--- src/verilog/timer_irq_pkg.sv ---
package timer_irq_pkg;

    // ----------------------------------------------------------------
    // Register indices; the byte address is four times the index.
    // ----------------------------------------------------------------
    localparam logic [7:0] IDX_CNT_PTR = 8'hF0;
    localparam logic [7:0] IDX_ADR_PTR = 8'hF1;
    localparam logic [7:0] IDX_VECTOR  = 8'hF2;
    localparam logic [7:0] IDX_FLAGS   = 8'hF3;
    localparam logic [7:0] IDX_CTRL    = 8'hF4;
    localparam logic [7:0] IDX_MASK    = 8'hFF;

    // ----------------------------------------------------------------
    // Mask register fields.
    // ----------------------------------------------------------------
    localparam int B_GLOBAL   = 7;
    localparam int B_CAP0_DMA = 6;
    localparam int B_CAP0_IRQ = 5;
    localparam int B_CAP1_IRQ = 4;
    localparam int B_CMP0_DMA = 3;
    localparam int B_CMP0_IRQ = 2;
    localparam int B_CMP1_IRQ = 1;
    localparam int B_WRAPI    = 0;

    // ----------------------------------------------------------------
    // Flag, control and pointer fields.
    // ----------------------------------------------------------------
    localparam int F_CP0  = 7;
    localparam int F_CP1  = 6;
    localparam int F_CM0  = 5;
    localparam int F_CM1  = 4;
    localparam int F_WRAP = 3;
    localparam int F_EOB0 = 2;
    localparam int F_EOB1 = 1;
    localparam int C_CPE  = 7;
    localparam int C_CME  = 6;
    localparam int C_SWAP = 3;
    localparam int C_COMB = 0;
    localparam int P_SWAP = 2;
    localparam int P_DIR  = 1;
    localparam int P_SEL  = 0;

    // ----------------------------------------------------------------
    // Reset values and bus responses.
    // ----------------------------------------------------------------
    localparam logic [7:0] RST_MASK  = 8'h00;
    localparam logic [7:0] RST_FLAGS = 8'h00;
    localparam logic [5:0] RST_PTR   = 6'h00;
    localparam logic [4:0] RST_VEC   = 5'h00;
    localparam logic [1:0] RESP_OKAY = 2'h0;
    localparam logic [1:0] RESP_ERR  = 2'h2;

    typedef enum logic [1:0] {
        GRP_WRAP = 2'b00,
        GRP_CAPT = 2'b10,
        GRP_CMPR = 2'b11
    } grp_t;

endpackage

--- src/verilog/timer_irq_dma_control.sv ---
module timer_irq_dma_control (
    // Clock and reset
    input  wire logic        aclk,
    input  wire logic        aresetn,
    // AXI4-Lite write address and data
    input  wire logic [11:0] s_axi_awaddr,
    input  wire logic        s_axi_awvalid,
    output logic             s_axi_awready,
    input  wire logic [31:0] s_axi_wdata,
    input  wire logic [3:0]  s_axi_wstrb,
    input  wire logic        s_axi_wvalid,
    output logic             s_axi_wready,
    // AXI4-Lite write response
    output logic [1:0]       s_axi_bresp,
    output logic             s_axi_bvalid,
    input  wire logic        s_axi_bready,
    // AXI4-Lite read
    input  wire logic [11:0] s_axi_araddr,
    input  wire logic        s_axi_arvalid,
    output logic             s_axi_arready,
    output logic [31:0]      s_axi_rdata,
    output logic [1:0]       s_axi_rresp,
    output logic             s_axi_rvalid,
    input  wire logic        s_axi_rready,
    // Timer datapath events, one-cycle pulses
    input  wire logic        capture0_evt,
    input  wire logic        capture1_evt,
    input  wire logic        compare0_evt,
    input  wire logic        compare1_evt,
    input  wire logic        wrap_evt,
    // End of block from the DMA engine, one-cycle pulses
    input  wire logic        capture0_eob,
    input  wire logic        compare0_eob,
    // Interrupt side
    output logic             irq_req,
    output logic [7:0]       irq_vector,
    // DMA side
    output logic             dma_req_capture0,
    output logic             dma_req_compare0,
    output logic [7:0]       dma_counter_ptr,
    output logic [7:0]       dma_address_ptr,
    output logic             dma_use_regfile,
    output logic             dma_use_seg_dma,
    output logic             dma_use_address_ptr,
    output logic             dma_table_select
);

    // ----------------------------------------------------------------
    // State.
    // ----------------------------------------------------------------
    logic [7:0]  irq_dma_mask;
    logic [7:0]  timer_flags;
    logic        swap_mode_enable;
    logic        capture_irq_combine;
    logic        capture0_end;
    logic        compare0_end;
    logic [5:0]  dma_counter_ptr_msbs;
    logic        dma_area_select;
    logic [5:0]  dma_address_ptr_msbs;
    logic        memory_extension_select;
    logic        dma_direction_bit;
    logic [4:0]  vector_msbs;
    logic [1:0]  vector_group;
    logic        aw_full;
    logic        w_full;
    logic [7:0]  wr_index;
    logic [7:0]  wr_byte;
    logic        wr_lane0;

    // ----------------------------------------------------------------
    // Bus write path.
    // ----------------------------------------------------------------
    // Address and data are latched separately, so either may come first.
    wire do_wr   = aw_full && w_full && !s_axi_bvalid;
    wire wr_en   = do_wr && wr_lane0;
    wire hit_cnt = wr_index == timer_irq_pkg::IDX_CNT_PTR;
    wire hit_adr = wr_index == timer_irq_pkg::IDX_ADR_PTR;
    wire hit_vec = wr_index == timer_irq_pkg::IDX_VECTOR;
    wire hit_flg = wr_index == timer_irq_pkg::IDX_FLAGS;
    wire hit_ctl = wr_index == timer_irq_pkg::IDX_CTRL;
    wire hit_msk = wr_index == timer_irq_pkg::IDX_MASK;
    wire wr_ok   = hit_cnt || hit_adr || hit_vec || hit_flg || hit_ctl || hit_msk;
    assign s_axi_awready = !aw_full && !s_axi_bvalid;
    assign s_axi_wready  = !w_full && !s_axi_bvalid;

    always_ff @(posedge aclk)
    begin
        if (!aresetn)
        begin
            aw_full      <= 1'b0;
            w_full       <= 1'b0;
            wr_index     <= 8'h00;
            wr_byte      <= 8'h00;
            wr_lane0     <= 1'b0;
            s_axi_bvalid <= 1'b0;
            s_axi_bresp  <= timer_irq_pkg::RESP_OKAY;
        end
        else
        begin
            if (s_axi_awvalid && s_axi_awready)
            begin
                aw_full  <= 1'b1;
                wr_index <= s_axi_awaddr[9:2];
            end
            if (s_axi_wvalid && s_axi_wready)
            begin
                w_full   <= 1'b1;
                wr_byte  <= s_axi_wdata[7:0];
                wr_lane0 <= s_axi_wstrb[0];
            end
            if (do_wr)
            begin
                aw_full      <= 1'b0;
                w_full       <= 1'b0;
                s_axi_bvalid <= 1'b1;
                s_axi_bresp  <= wr_ok ? timer_irq_pkg::RESP_OKAY
                                      : timer_irq_pkg::RESP_ERR;
            end
            else if (s_axi_bready)
            begin
                s_axi_bvalid <= 1'b0;
            end
        end
    end

    // ----------------------------------------------------------------
    // Event steering.
    // ----------------------------------------------------------------
    wire cp0_dma = irq_dma_mask[timer_irq_pkg::B_CAP0_DMA];
    wire cm0_dma = irq_dma_mask[timer_irq_pkg::B_CMP0_DMA];
    wire cap0_to_dma = capture0_evt && cp0_dma;
    wire cmp0_to_dma = compare0_evt && cm0_dma;
    wire cap0_done   = capture0_eob && cp0_dma;
    wire cmp0_done   = compare0_eob && cm0_dma;

    logic [7:0] flag_set;
    always_comb
    begin
        flag_set = 8'h00;
        flag_set[timer_irq_pkg::F_CP0]  = capture0_evt && !cp0_dma;
        flag_set[timer_irq_pkg::F_CP1]  = capture1_evt;
        flag_set[timer_irq_pkg::F_CM0]  = compare0_evt && !cm0_dma;
        flag_set[timer_irq_pkg::F_CM1]  = compare1_evt;
        flag_set[timer_irq_pkg::F_WRAP] = wrap_evt;
        flag_set[timer_irq_pkg::F_EOB0] = cap0_done;
        flag_set[timer_irq_pkg::F_EOB1] = cmp0_done;
    end
    // Writing a one clears a flag; a new event in that cycle wins.
    wire [7:0] flag_clr   = (wr_en && hit_flg) ? wr_byte : 8'h00;
    wire [7:0] next_flags = (timer_flags & ~flag_clr) | flag_set;
    wire [7:0] mask_wr    = (wr_en && hit_msk) ? wr_byte : irq_dma_mask;
    wire [7:0] dma_clr    = {1'b0, cap0_done, 2'b00, cmp0_done, 3'b000};
    wire [7:0] next_mask  = mask_wr & ~dma_clr;

    wire swap_now  = swap_mode_enable;
    wire [7:0] ctl_clr = (wr_en && hit_ctl) ? wr_byte : 8'h00;
    wire next_cpe  = (capture0_end && !ctl_clr[timer_irq_pkg::C_CPE])
                     || (cap0_done && swap_now);
    wire next_cme  = (compare0_end && !ctl_clr[timer_irq_pkg::C_CME])
                     || (cmp0_done && swap_now);
    wire cpe_view  = capture0_end || !swap_now;
    wire cme_view  = compare0_end || !swap_now;
    wire ptr_flip = cmp0_done && swap_now;

    always_ff @(posedge aclk)
    begin
        if (!aresetn)
        begin
            irq_dma_mask <= timer_irq_pkg::RST_MASK;
            timer_flags  <= timer_irq_pkg::RST_FLAGS;
            capture0_end <= 1'b0;
            compare0_end <= 1'b0;
        end
        else
        begin
            irq_dma_mask <= next_mask;
            timer_flags  <= next_flags;
            capture0_end <= next_cpe;
            compare0_end <= next_cme;
        end
    end

    always_ff @(posedge aclk)
    begin
        if (!aresetn)
        begin
            swap_mode_enable    <= 1'b0;
            capture_irq_combine <= 1'b0;
            vector_msbs         <= timer_irq_pkg::RST_VEC;
        end
        else
        begin
            if (wr_en && hit_ctl)
            begin
                swap_mode_enable    <= wr_byte[timer_irq_pkg::C_SWAP];
                capture_irq_combine <= wr_byte[timer_irq_pkg::C_COMB];
            end
            if (wr_en && hit_vec)
                vector_msbs <= wr_byte[7:3];
        end
    end

    // ----------------------------------------------------------------
    // DMA pointers.
    // ----------------------------------------------------------------
    wire [5:0] cnt_wr = (wr_en && hit_cnt) ? wr_byte[7:2] : dma_counter_ptr_msbs;
    wire [5:0] adr_wr = (wr_en && hit_adr) ? wr_byte[7:2] : dma_address_ptr_msbs;

    always_ff @(posedge aclk)
    begin
        if (!aresetn)
        begin
            dma_counter_ptr_msbs    <= timer_irq_pkg::RST_PTR;
            dma_address_ptr_msbs    <= timer_irq_pkg::RST_PTR;
            dma_area_select         <= 1'b0;
            memory_extension_select <= 1'b0;
            dma_direction_bit       <= 1'b0;
            dma_req_capture0        <= 1'b0;
            dma_req_compare0        <= 1'b0;
        end
        else
        begin
            dma_counter_ptr_msbs <= cnt_wr ^ {5'h00, ptr_flip};
            dma_address_ptr_msbs <= adr_wr ^ {5'h00, ptr_flip};
            if (wr_en && hit_cnt)
                dma_area_select <= wr_byte[timer_irq_pkg::P_SEL];
            if (wr_en && hit_adr)
                memory_extension_select <= wr_byte[timer_irq_pkg::P_SEL];
            if (cmp0_to_dma)
                dma_direction_bit <= 1'b1;
            else if (cap0_to_dma)
                dma_direction_bit <= 1'b0;
            dma_req_capture0 <= cap0_to_dma;
            dma_req_compare0 <= cmp0_to_dma;
        end
    end

    assign dma_counter_ptr = {dma_counter_ptr_msbs, dma_direction_bit, dma_area_select};
    assign dma_address_ptr = {dma_address_ptr_msbs, dma_direction_bit,
                              memory_extension_select};
    assign dma_use_regfile = dma_area_select;
    assign dma_use_seg_dma = !dma_area_select && memory_extension_select;
    assign dma_use_address_ptr = !dma_area_select;
    assign dma_table_select    = dma_address_ptr_msbs[0];

    // ----------------------------------------------------------------
    // Interrupt request and vector.
    // ----------------------------------------------------------------
    wire gen   = irq_dma_mask[timer_irq_pkg::B_GLOBAL];
    // capture 0 or its end of block
    wire c0_on = irq_dma_mask[timer_irq_pkg::B_CAP0_IRQ]
                 && (timer_flags[timer_irq_pkg::F_CP0] || timer_flags[timer_irq_pkg::F_EOB0]);
    wire c1_on = irq_dma_mask[timer_irq_pkg::B_CAP1_IRQ] && timer_flags[timer_irq_pkg::F_CP1];
    // OR or AND of both captures
    wire cap_q = capture_irq_combine ? (c0_on && c1_on) : (c0_on || c1_on);
    wire cmp_q = (irq_dma_mask[timer_irq_pkg::B_CMP0_IRQ]
                  && (timer_flags[timer_irq_pkg::F_CM0] || timer_flags[timer_irq_pkg::F_EOB1]))
                 || (irq_dma_mask[timer_irq_pkg::B_CMP1_IRQ] && timer_flags[timer_irq_pkg::F_CM1]);
    wire wrp_q = irq_dma_mask[timer_irq_pkg::B_WRAPI] && timer_flags[timer_irq_pkg::F_WRAP];
    // group code; capture outranks compare, compare outranks wrap
    timer_irq_pkg::grp_t next_group;
    assign next_group = cap_q ? timer_irq_pkg::GRP_CAPT
                      : cmp_q ? timer_irq_pkg::GRP_CMPR
                      : timer_irq_pkg::GRP_WRAP;
    always_ff @(posedge aclk)
    begin
        if (!aresetn)
        begin
            irq_req      <= 1'b0;
            vector_group <= timer_irq_pkg::GRP_WRAP;
        end
        else
        begin
            irq_req <= gen && (cap_q || cmp_q || wrp_q);
            // one vector, group updated while pending, held otherwise
            if (gen && (cap_q || cmp_q || wrp_q))
                vector_group <= next_group;
        end
    end
    assign irq_vector = {vector_msbs, vector_group, 1'b0};

    // ----------------------------------------------------------------
    // Bus read path.
    // ----------------------------------------------------------------
    wire [7:0] rd_index = s_axi_araddr[9:2];
    wire [7:0] ctl_view = {cpe_view, cme_view, 2'b00, swap_mode_enable, 2'b00,
                           capture_irq_combine};
    wire rd_ok = rd_index == timer_irq_pkg::IDX_CNT_PTR
                 || rd_index == timer_irq_pkg::IDX_ADR_PTR
                 || rd_index == timer_irq_pkg::IDX_VECTOR
                 || rd_index == timer_irq_pkg::IDX_FLAGS
                 || rd_index == timer_irq_pkg::IDX_CTRL
                 || rd_index == timer_irq_pkg::IDX_MASK;
    wire [7:0] rd_byte =
          (rd_index == timer_irq_pkg::IDX_CNT_PTR) ? dma_counter_ptr
        : (rd_index == timer_irq_pkg::IDX_ADR_PTR) ? dma_address_ptr
        : (rd_index == timer_irq_pkg::IDX_VECTOR)  ? irq_vector
        : (rd_index == timer_irq_pkg::IDX_FLAGS)   ? timer_flags
        : (rd_index == timer_irq_pkg::IDX_CTRL)    ? ctl_view
        : (rd_index == timer_irq_pkg::IDX_MASK)    ? irq_dma_mask
        : 8'h00;

    assign s_axi_arready = !s_axi_rvalid;

    always_ff @(posedge aclk)
    begin
        if (!aresetn)
        begin
            s_axi_rvalid <= 1'b0;
            s_axi_rdata  <= 32'h00000000;
            s_axi_rresp  <= timer_irq_pkg::RESP_OKAY;
        end
        else if (s_axi_arvalid && s_axi_arready)
        begin
            s_axi_rvalid <= 1'b1;
            s_axi_rdata  <= {24'h000000, rd_byte};
            s_axi_rresp  <= rd_ok ? timer_irq_pkg::RESP_OKAY : timer_irq_pkg::RESP_ERR;
        end
        else if (s_axi_rready)
        begin
            s_axi_rvalid <= 1'b0;
        end
    end
endmodule

--- config.mk ---
export PLATFORM = sky130hd
export DESIGN_NAME = timer_irq_dma_control
export DESIGN_NICKNAME = d
export VERILOG_FILES = /design/src/verilog/timer_irq_pkg.sv /design/src/verilog/timer_irq_dma_control.sv
export SDC_FILE = /design/constraint.sdc
export NUM_CORES = 1
export LEC_CHECK = 0
export BUFFER_PORTS_ARGS = -buffer_cell sky130_fd_sc_hd__buf_2
export CORE_MARGIN = 1
export CORE_UTILIZATION = 46
export CTS_BUF_LIST = sky130_fd_sc_hd__clkbuf_4
export DETAILED_ROUTE_END_ITERATION = 7
export PLACE_DENSITY = 0.84
export REMOVE_ABC_BUFFERS = 1
export SYNTH_ARGS = -nofsm -noshare
export SYNTH_HDL_FRONTEND = slang
export SYNTH_SLANG_ARGS = --single-unit
--- constraint.sdc ---
create_clock -name aclk -period 1.6 [get_ports aclk]
set_clock_uncertainty 0.1 [all_clocks]
set_input_delay 0.08 -clock aclk [delete_from_list [all_inputs] [get_ports aclk]]
set_output_delay 0.08 -clock aclk [all_outputs]
set_load 0.02 [all_outputs]
# ---- After elaboration in Yosys (flattened, before gate mapping)
# Index checks and enable logic that the tools add are counted.
dict set report classes {
  bitwise_logic 8
  n_eq_ne 12
  reduce_logical 66
  mux 22
}
# operator count
set op_table {}
lappend op_table {{equality test 8 bit, second input constant} 12}
lappend op_table {{2-to-1 mux 8 bit} 9}
lappend op_table {{logical AND 1 bit} 32}
lappend op_table {{logical OR 1 bit} 20}
lappend op_table {{AND 8 bit} 2}
lappend op_table {{2-to-1 mux 6 bit} 2}
lappend op_table {{bitwise XOR 6 x 1 -> 6 bit} 2}
lappend op_table {{zero test 1 bit} 10}
lappend op_table {{2-to-1 mux 2 bit} 4}
lappend op_table {{inverter 7 -> 8 bit} 1}
lappend op_table {{inverter 8 bit} 1}
lappend op_table {{OR 8 bit} 1}
lappend op_table {{2-to-1 mux 1 bit} 7}
lappend op_table {{nonzero test 2 bit} 3}
lappend op_table {{OR reduction 2 bit} 1}
lappend op_table {{inverter 1 bit} 1}
dict set report word_totals {
  elab_cells 134
  ff_bits 78
  output_inout_bits 72
}

# ---- Logic depth before layout (Yosys ltp)
dict set report logic_depth {
  ltp_word 8
  mapped_depth 6
  mapped_depth_nobuf 4
}

# ---- Worst setup path before layout
# No wires, ideal clock.
dict set report synth_path {
  path_kind {register -> register}
  startpoint {register s_axi_bvalid}
  endpoint {register vector_msbs[0]}
  slack_ps -18
  t_required_ps 1428
  stages_incl_launch_ff 6
  arrival_ps 1446
  cell_sequence {dfxtp_1 -> and3b_1 -> buf_6 -> nand3_4 -> nor4_4 -> mux2i_1}
}
dict set report synth_between {
  elab_chain_len 4
}
# item line_no
set synth_rtl {}
lappend synth_rtl {{start, declared} timer_irq_dma_control.sv:15} ;# output logic s_axi_bvalid,
lappend synth_rtl {{start signal, assigned} timer_irq_dma_control.sv:95} ;# s_axi_bvalid <= 1'b0;
lappend synth_rtl {{start signal, assigned} timer_irq_dma_control.sv:115} ;# s_axi_bvalid <= 1'b1;
lappend synth_rtl {{start signal, assigned} timer_irq_dma_control.sv:121} ;# s_axi_bvalid <= 1'b0;
lappend synth_rtl {{zero test 1 bit} timer_irq_dma_control.sv:74} ;# wire do_wr = aw_full && w_full && !s_axi_bvalid;
lappend synth_rtl {{logical AND 1 bit} timer_irq_dma_control.sv:74}
lappend synth_rtl {{logical AND 1 bit} timer_irq_dma_control.sv:75} ;# wire wr_en = do_wr && wr_lane0;
lappend synth_rtl {{logical AND 1 bit} timer_irq_dma_control.sv:198} ;# if (wr_en && hit_vec)
lappend synth_rtl {{end signal, assigned} timer_irq_dma_control.sv:189} ;# vector_msbs <= timer_irq_pkg::RST_VEC;
lappend synth_rtl {{end signal, assigned} timer_irq_dma_control.sv:199} ;# vector_msbs <= wr_byte[7:3];
lappend synth_rtl {{end, declared} timer_irq_dma_control.sv:62} ;# logic [4:0] vector_msbs;
# Every way passes these cells.
# A chain may end at the register's enable or synchronous reset.

# ---- Worst setup path in the final report
dict set report layout_path {
  startpoint {register s_axi_bvalid}
  endpoint {register vector_msbs[3]}
}
# Same word-level chain as after synthesis.

==> summary.txt <==
Post-Synth XOR/XNOR Area = 0
CP required = 1880 ps
Final ANT Viol Nets = 0
Crit Reg-Reg Endpoint = vector_msbs[3]
HPWL Detailed = 6678 um
TritonCTS buffer count = 9
post-synthesis sequential area ratio = 0.4032
Min-Delay Endpoint = wr_byte[2]
root buffer cell = clkbuf_4
H-tree levels = 3
area share of fa/ha/maj cells after synthesis = 0.002653
leak pwr = 2.186 nW
Synth Flop Type = dfxtp_1
clock-pin slew on the worst setup and hold paths = 130 ps
Die Wd = 92.58 um
Worst IR Drop VDD = 464.7 uV
mux share of post-synthesis cell area = 0.09682
global routing usage on met3 = 0.06076
reg2reg start = s_axi_bvalid
fin. max-slew vios = 0
DIE HEIGHT = 92.58 um
Final Setup Violations = 0
CP Class = reg -> reg
TritonRoute pass-1 iters = 5
WL/cell = 15.24 um
GRT met1 Usage = 0.3015
Reg2Reg Depth = 5
drt total wl = 9906 um
Iter 0 DRT Violations = 229
starting density of the core = 0.4809
I/O pin cnt = 146
Max Freq = 0.6281 GHz
PwrDens = 821.3 nW/um^2
grt total ovfl = 0
Distinct cells, synth = 46
Placer Congestion = 0.8680
core area = 7848 sq um
Final min period = 1592 ps
top cells by area, synth = dfxtp_1 40%, mux2i_1 8.5%, buf_4 6.8%
# nets final = 617
R2R Setup Slk = 8 ps
cell taking the most area after synthesis = dfxtp_1
Hold Crit Start = s_axi_wvalid
cell count after synthesis = 423
main combinational cell family by area after synthesis = simple AND/OR/NAND/NOR gates
first-pass GRT wire length = 15860 um
Synthesis Warnings = 0
initial antenna violation count = 0
outcome = completed
die area = 8570 sq um
TritonCTS clock tree = built
Tcrit/Tclk final = 0.9951
clock buffer depth = 2
type of destination of the critical path = flop
post-synthesis register bit count = 76
Total Power = 0.003908 W
worst-margin pin slew = 510.7 ps
Total GRT Usage = 0.2403
Sink Count = 76
layout cells sized above 1 = 0.2646
largest fanout on the critical path = 6
simple-gate share of the synthesized area = 0.2543
commonest non-fill, non-tap cell in the layout = buf_2
largest net degree at the start of global routing = 31
DR vias/cell = 5.388
Layout area overhead = 26.09%
global routing met2 resource utilization = 0.3975
most frequent cells in the layout = 83 x buf_2, 71 x dfxtp_1, 66 x nand2_1
Fin. Hold Viols = 0
Post-route DRC = 0
hold depth = 4
most used routing layer = met2
unrepaired setup endpoints after global routing = yes
routed vias = 3502
Post-synth EDFFs = 0
clk_lat worst skew = 450 ps
vias in the first global route = 3289
Worst EP arrival = 1870 ps
Rel. slew slack = 0.6595
maxcap violations = 0
Worst setup SP type = flop
Synth top area share = 0.4032
FP Rows = 32
Hold Crit Class = in -> reg
asr flop ratio synth = 0
Synth Area in Compound Gates = 0.1383
Hold WS = 16.64 ps
Cell Area, Synth = 3774 sq um
IO Port Bufs = 83
syn avg cell area = 8.921 sq um
ant diodes = 0
## registers in the layout (all words and copies together), names as in the netlist, 2 cells and up
register              cells
vector_msbs               5
dma_counter_ptr_msbs      6
timer_flags               8
dma_address_ptr_msbs      6
s_axi_rdata               8
vector_group              2
wr_byte                   8
irq_dma_mask              8
wr_index                  8
## metal layers
metal / wire (um) / share of wire / vias to the layer above
met5: 0 / 0 / -
met4: 159 / 0.016 / 0
met3: 796 / 0.080 / 17
met2: 4728 / 0.48 / 181
met1: 4222 / 0.43 / 1649
li1: - / - / 1655
## repair_timing
item / CTS / global route
pin swaps: 1 / 0
hold endpoints to repair: 34 / 0
resized for setup: 2 / 11
cloned: 0 / 0
buffers inserted: 1 / 1
hold buffers: 30 / 0
setup endpoints to repair: 13 / 27
## area by class of cell
type / instances / area, sq um
clock buffers: 11 / 82.58
clock inverters: 5 / 76.32
fillers: 669 / 3089
inverters: 12 / 45.04
multi-input cells: 307 / 1983
flip-flops and latches: 76 / 1528
well taps: 102 / 127.6
repair buffers: 137 / 915.9
## critical path, cell delays in order, from the launching register on
cell     delay [ps]
dfxtp_2         340
and3b_2         340
nand3_4         120
nor4_4          250
buf_6           170
mux2i_1         200
## power by group
part,internal (W),leakage (nW),total (W),switching (W)
logic,0.000228,1.48,0.000529,0.000301
registers,0.00196,0.620,0.00203,0.0000779
clock network,0.000662,0.0845,0.00135,0.000683
total,0.00285,2.19,0.00391,0.00106
## kinds of logic after synthesis
logic type,Yosys count
AOI/OAI and AO/OA,75
other,1
DFF,76
buffers and inverters,66
and+or+nand+nor,170
muxes,34
adders and majority gates,1
## cell usage after synthesis, types with 4 or more instances
master and instances:
a21boi_0 20, a21oi_1 8, a221oi_1 4, a22o_1 4
a22oi_1 4, a31oi_1 5, and3_1 5, buf_2 7
buf_4 34, clkbuf_1 12, dfxtp_1 76, inv_1 12
mux2i_1 32, nand2_1 66, nand2b_1 6, nand3_1 11
nand4_1 6, nor2_1 12, nor2b_1 31, nor3b_1 7
o21ai_0 16, o31ai_1 4
## worst max path at each step
stage / startpoint / end / slack (ps) / cells past startpoint
after detailed placement: wr_index[6] / vector_msbs[4] / -20 / 5
final: s_axi_bvalid / vector_msbs[3] / 8 / 5
after global routing: s_axi_bvalid / vector_msbs[3] / -80 / 5
after CTS: wr_index[6] / vector_msbs[4] / 4 / 5
after global placement: wr_index[6] / vector_msbs[1] / 20 / 5
after floorplan: s_axi_bvalid / vector_msbs[0] / -130 / 4
## stage by stage
stage / cell area [sq um] / worst slack [ps] / setup TNS, ps / util / instances
floorplan: 3525 / -134.0 / -1997 / - / 395
global placement: 4245 / 22.09 / 0 / 0.5410 / 602
detailed placement: 4245 / -18.24 / -90.85 / 0.5410 / 602
CTS: 4715 / 4.415 / 0 / 0.6008 / 649
global route: 4758 / -79.01 / -143.4 / 0.6063 / 650
finish: 4758 / 7.803 / 0 / 0.6063 / 650
Power figures use the tool's default switching activity.
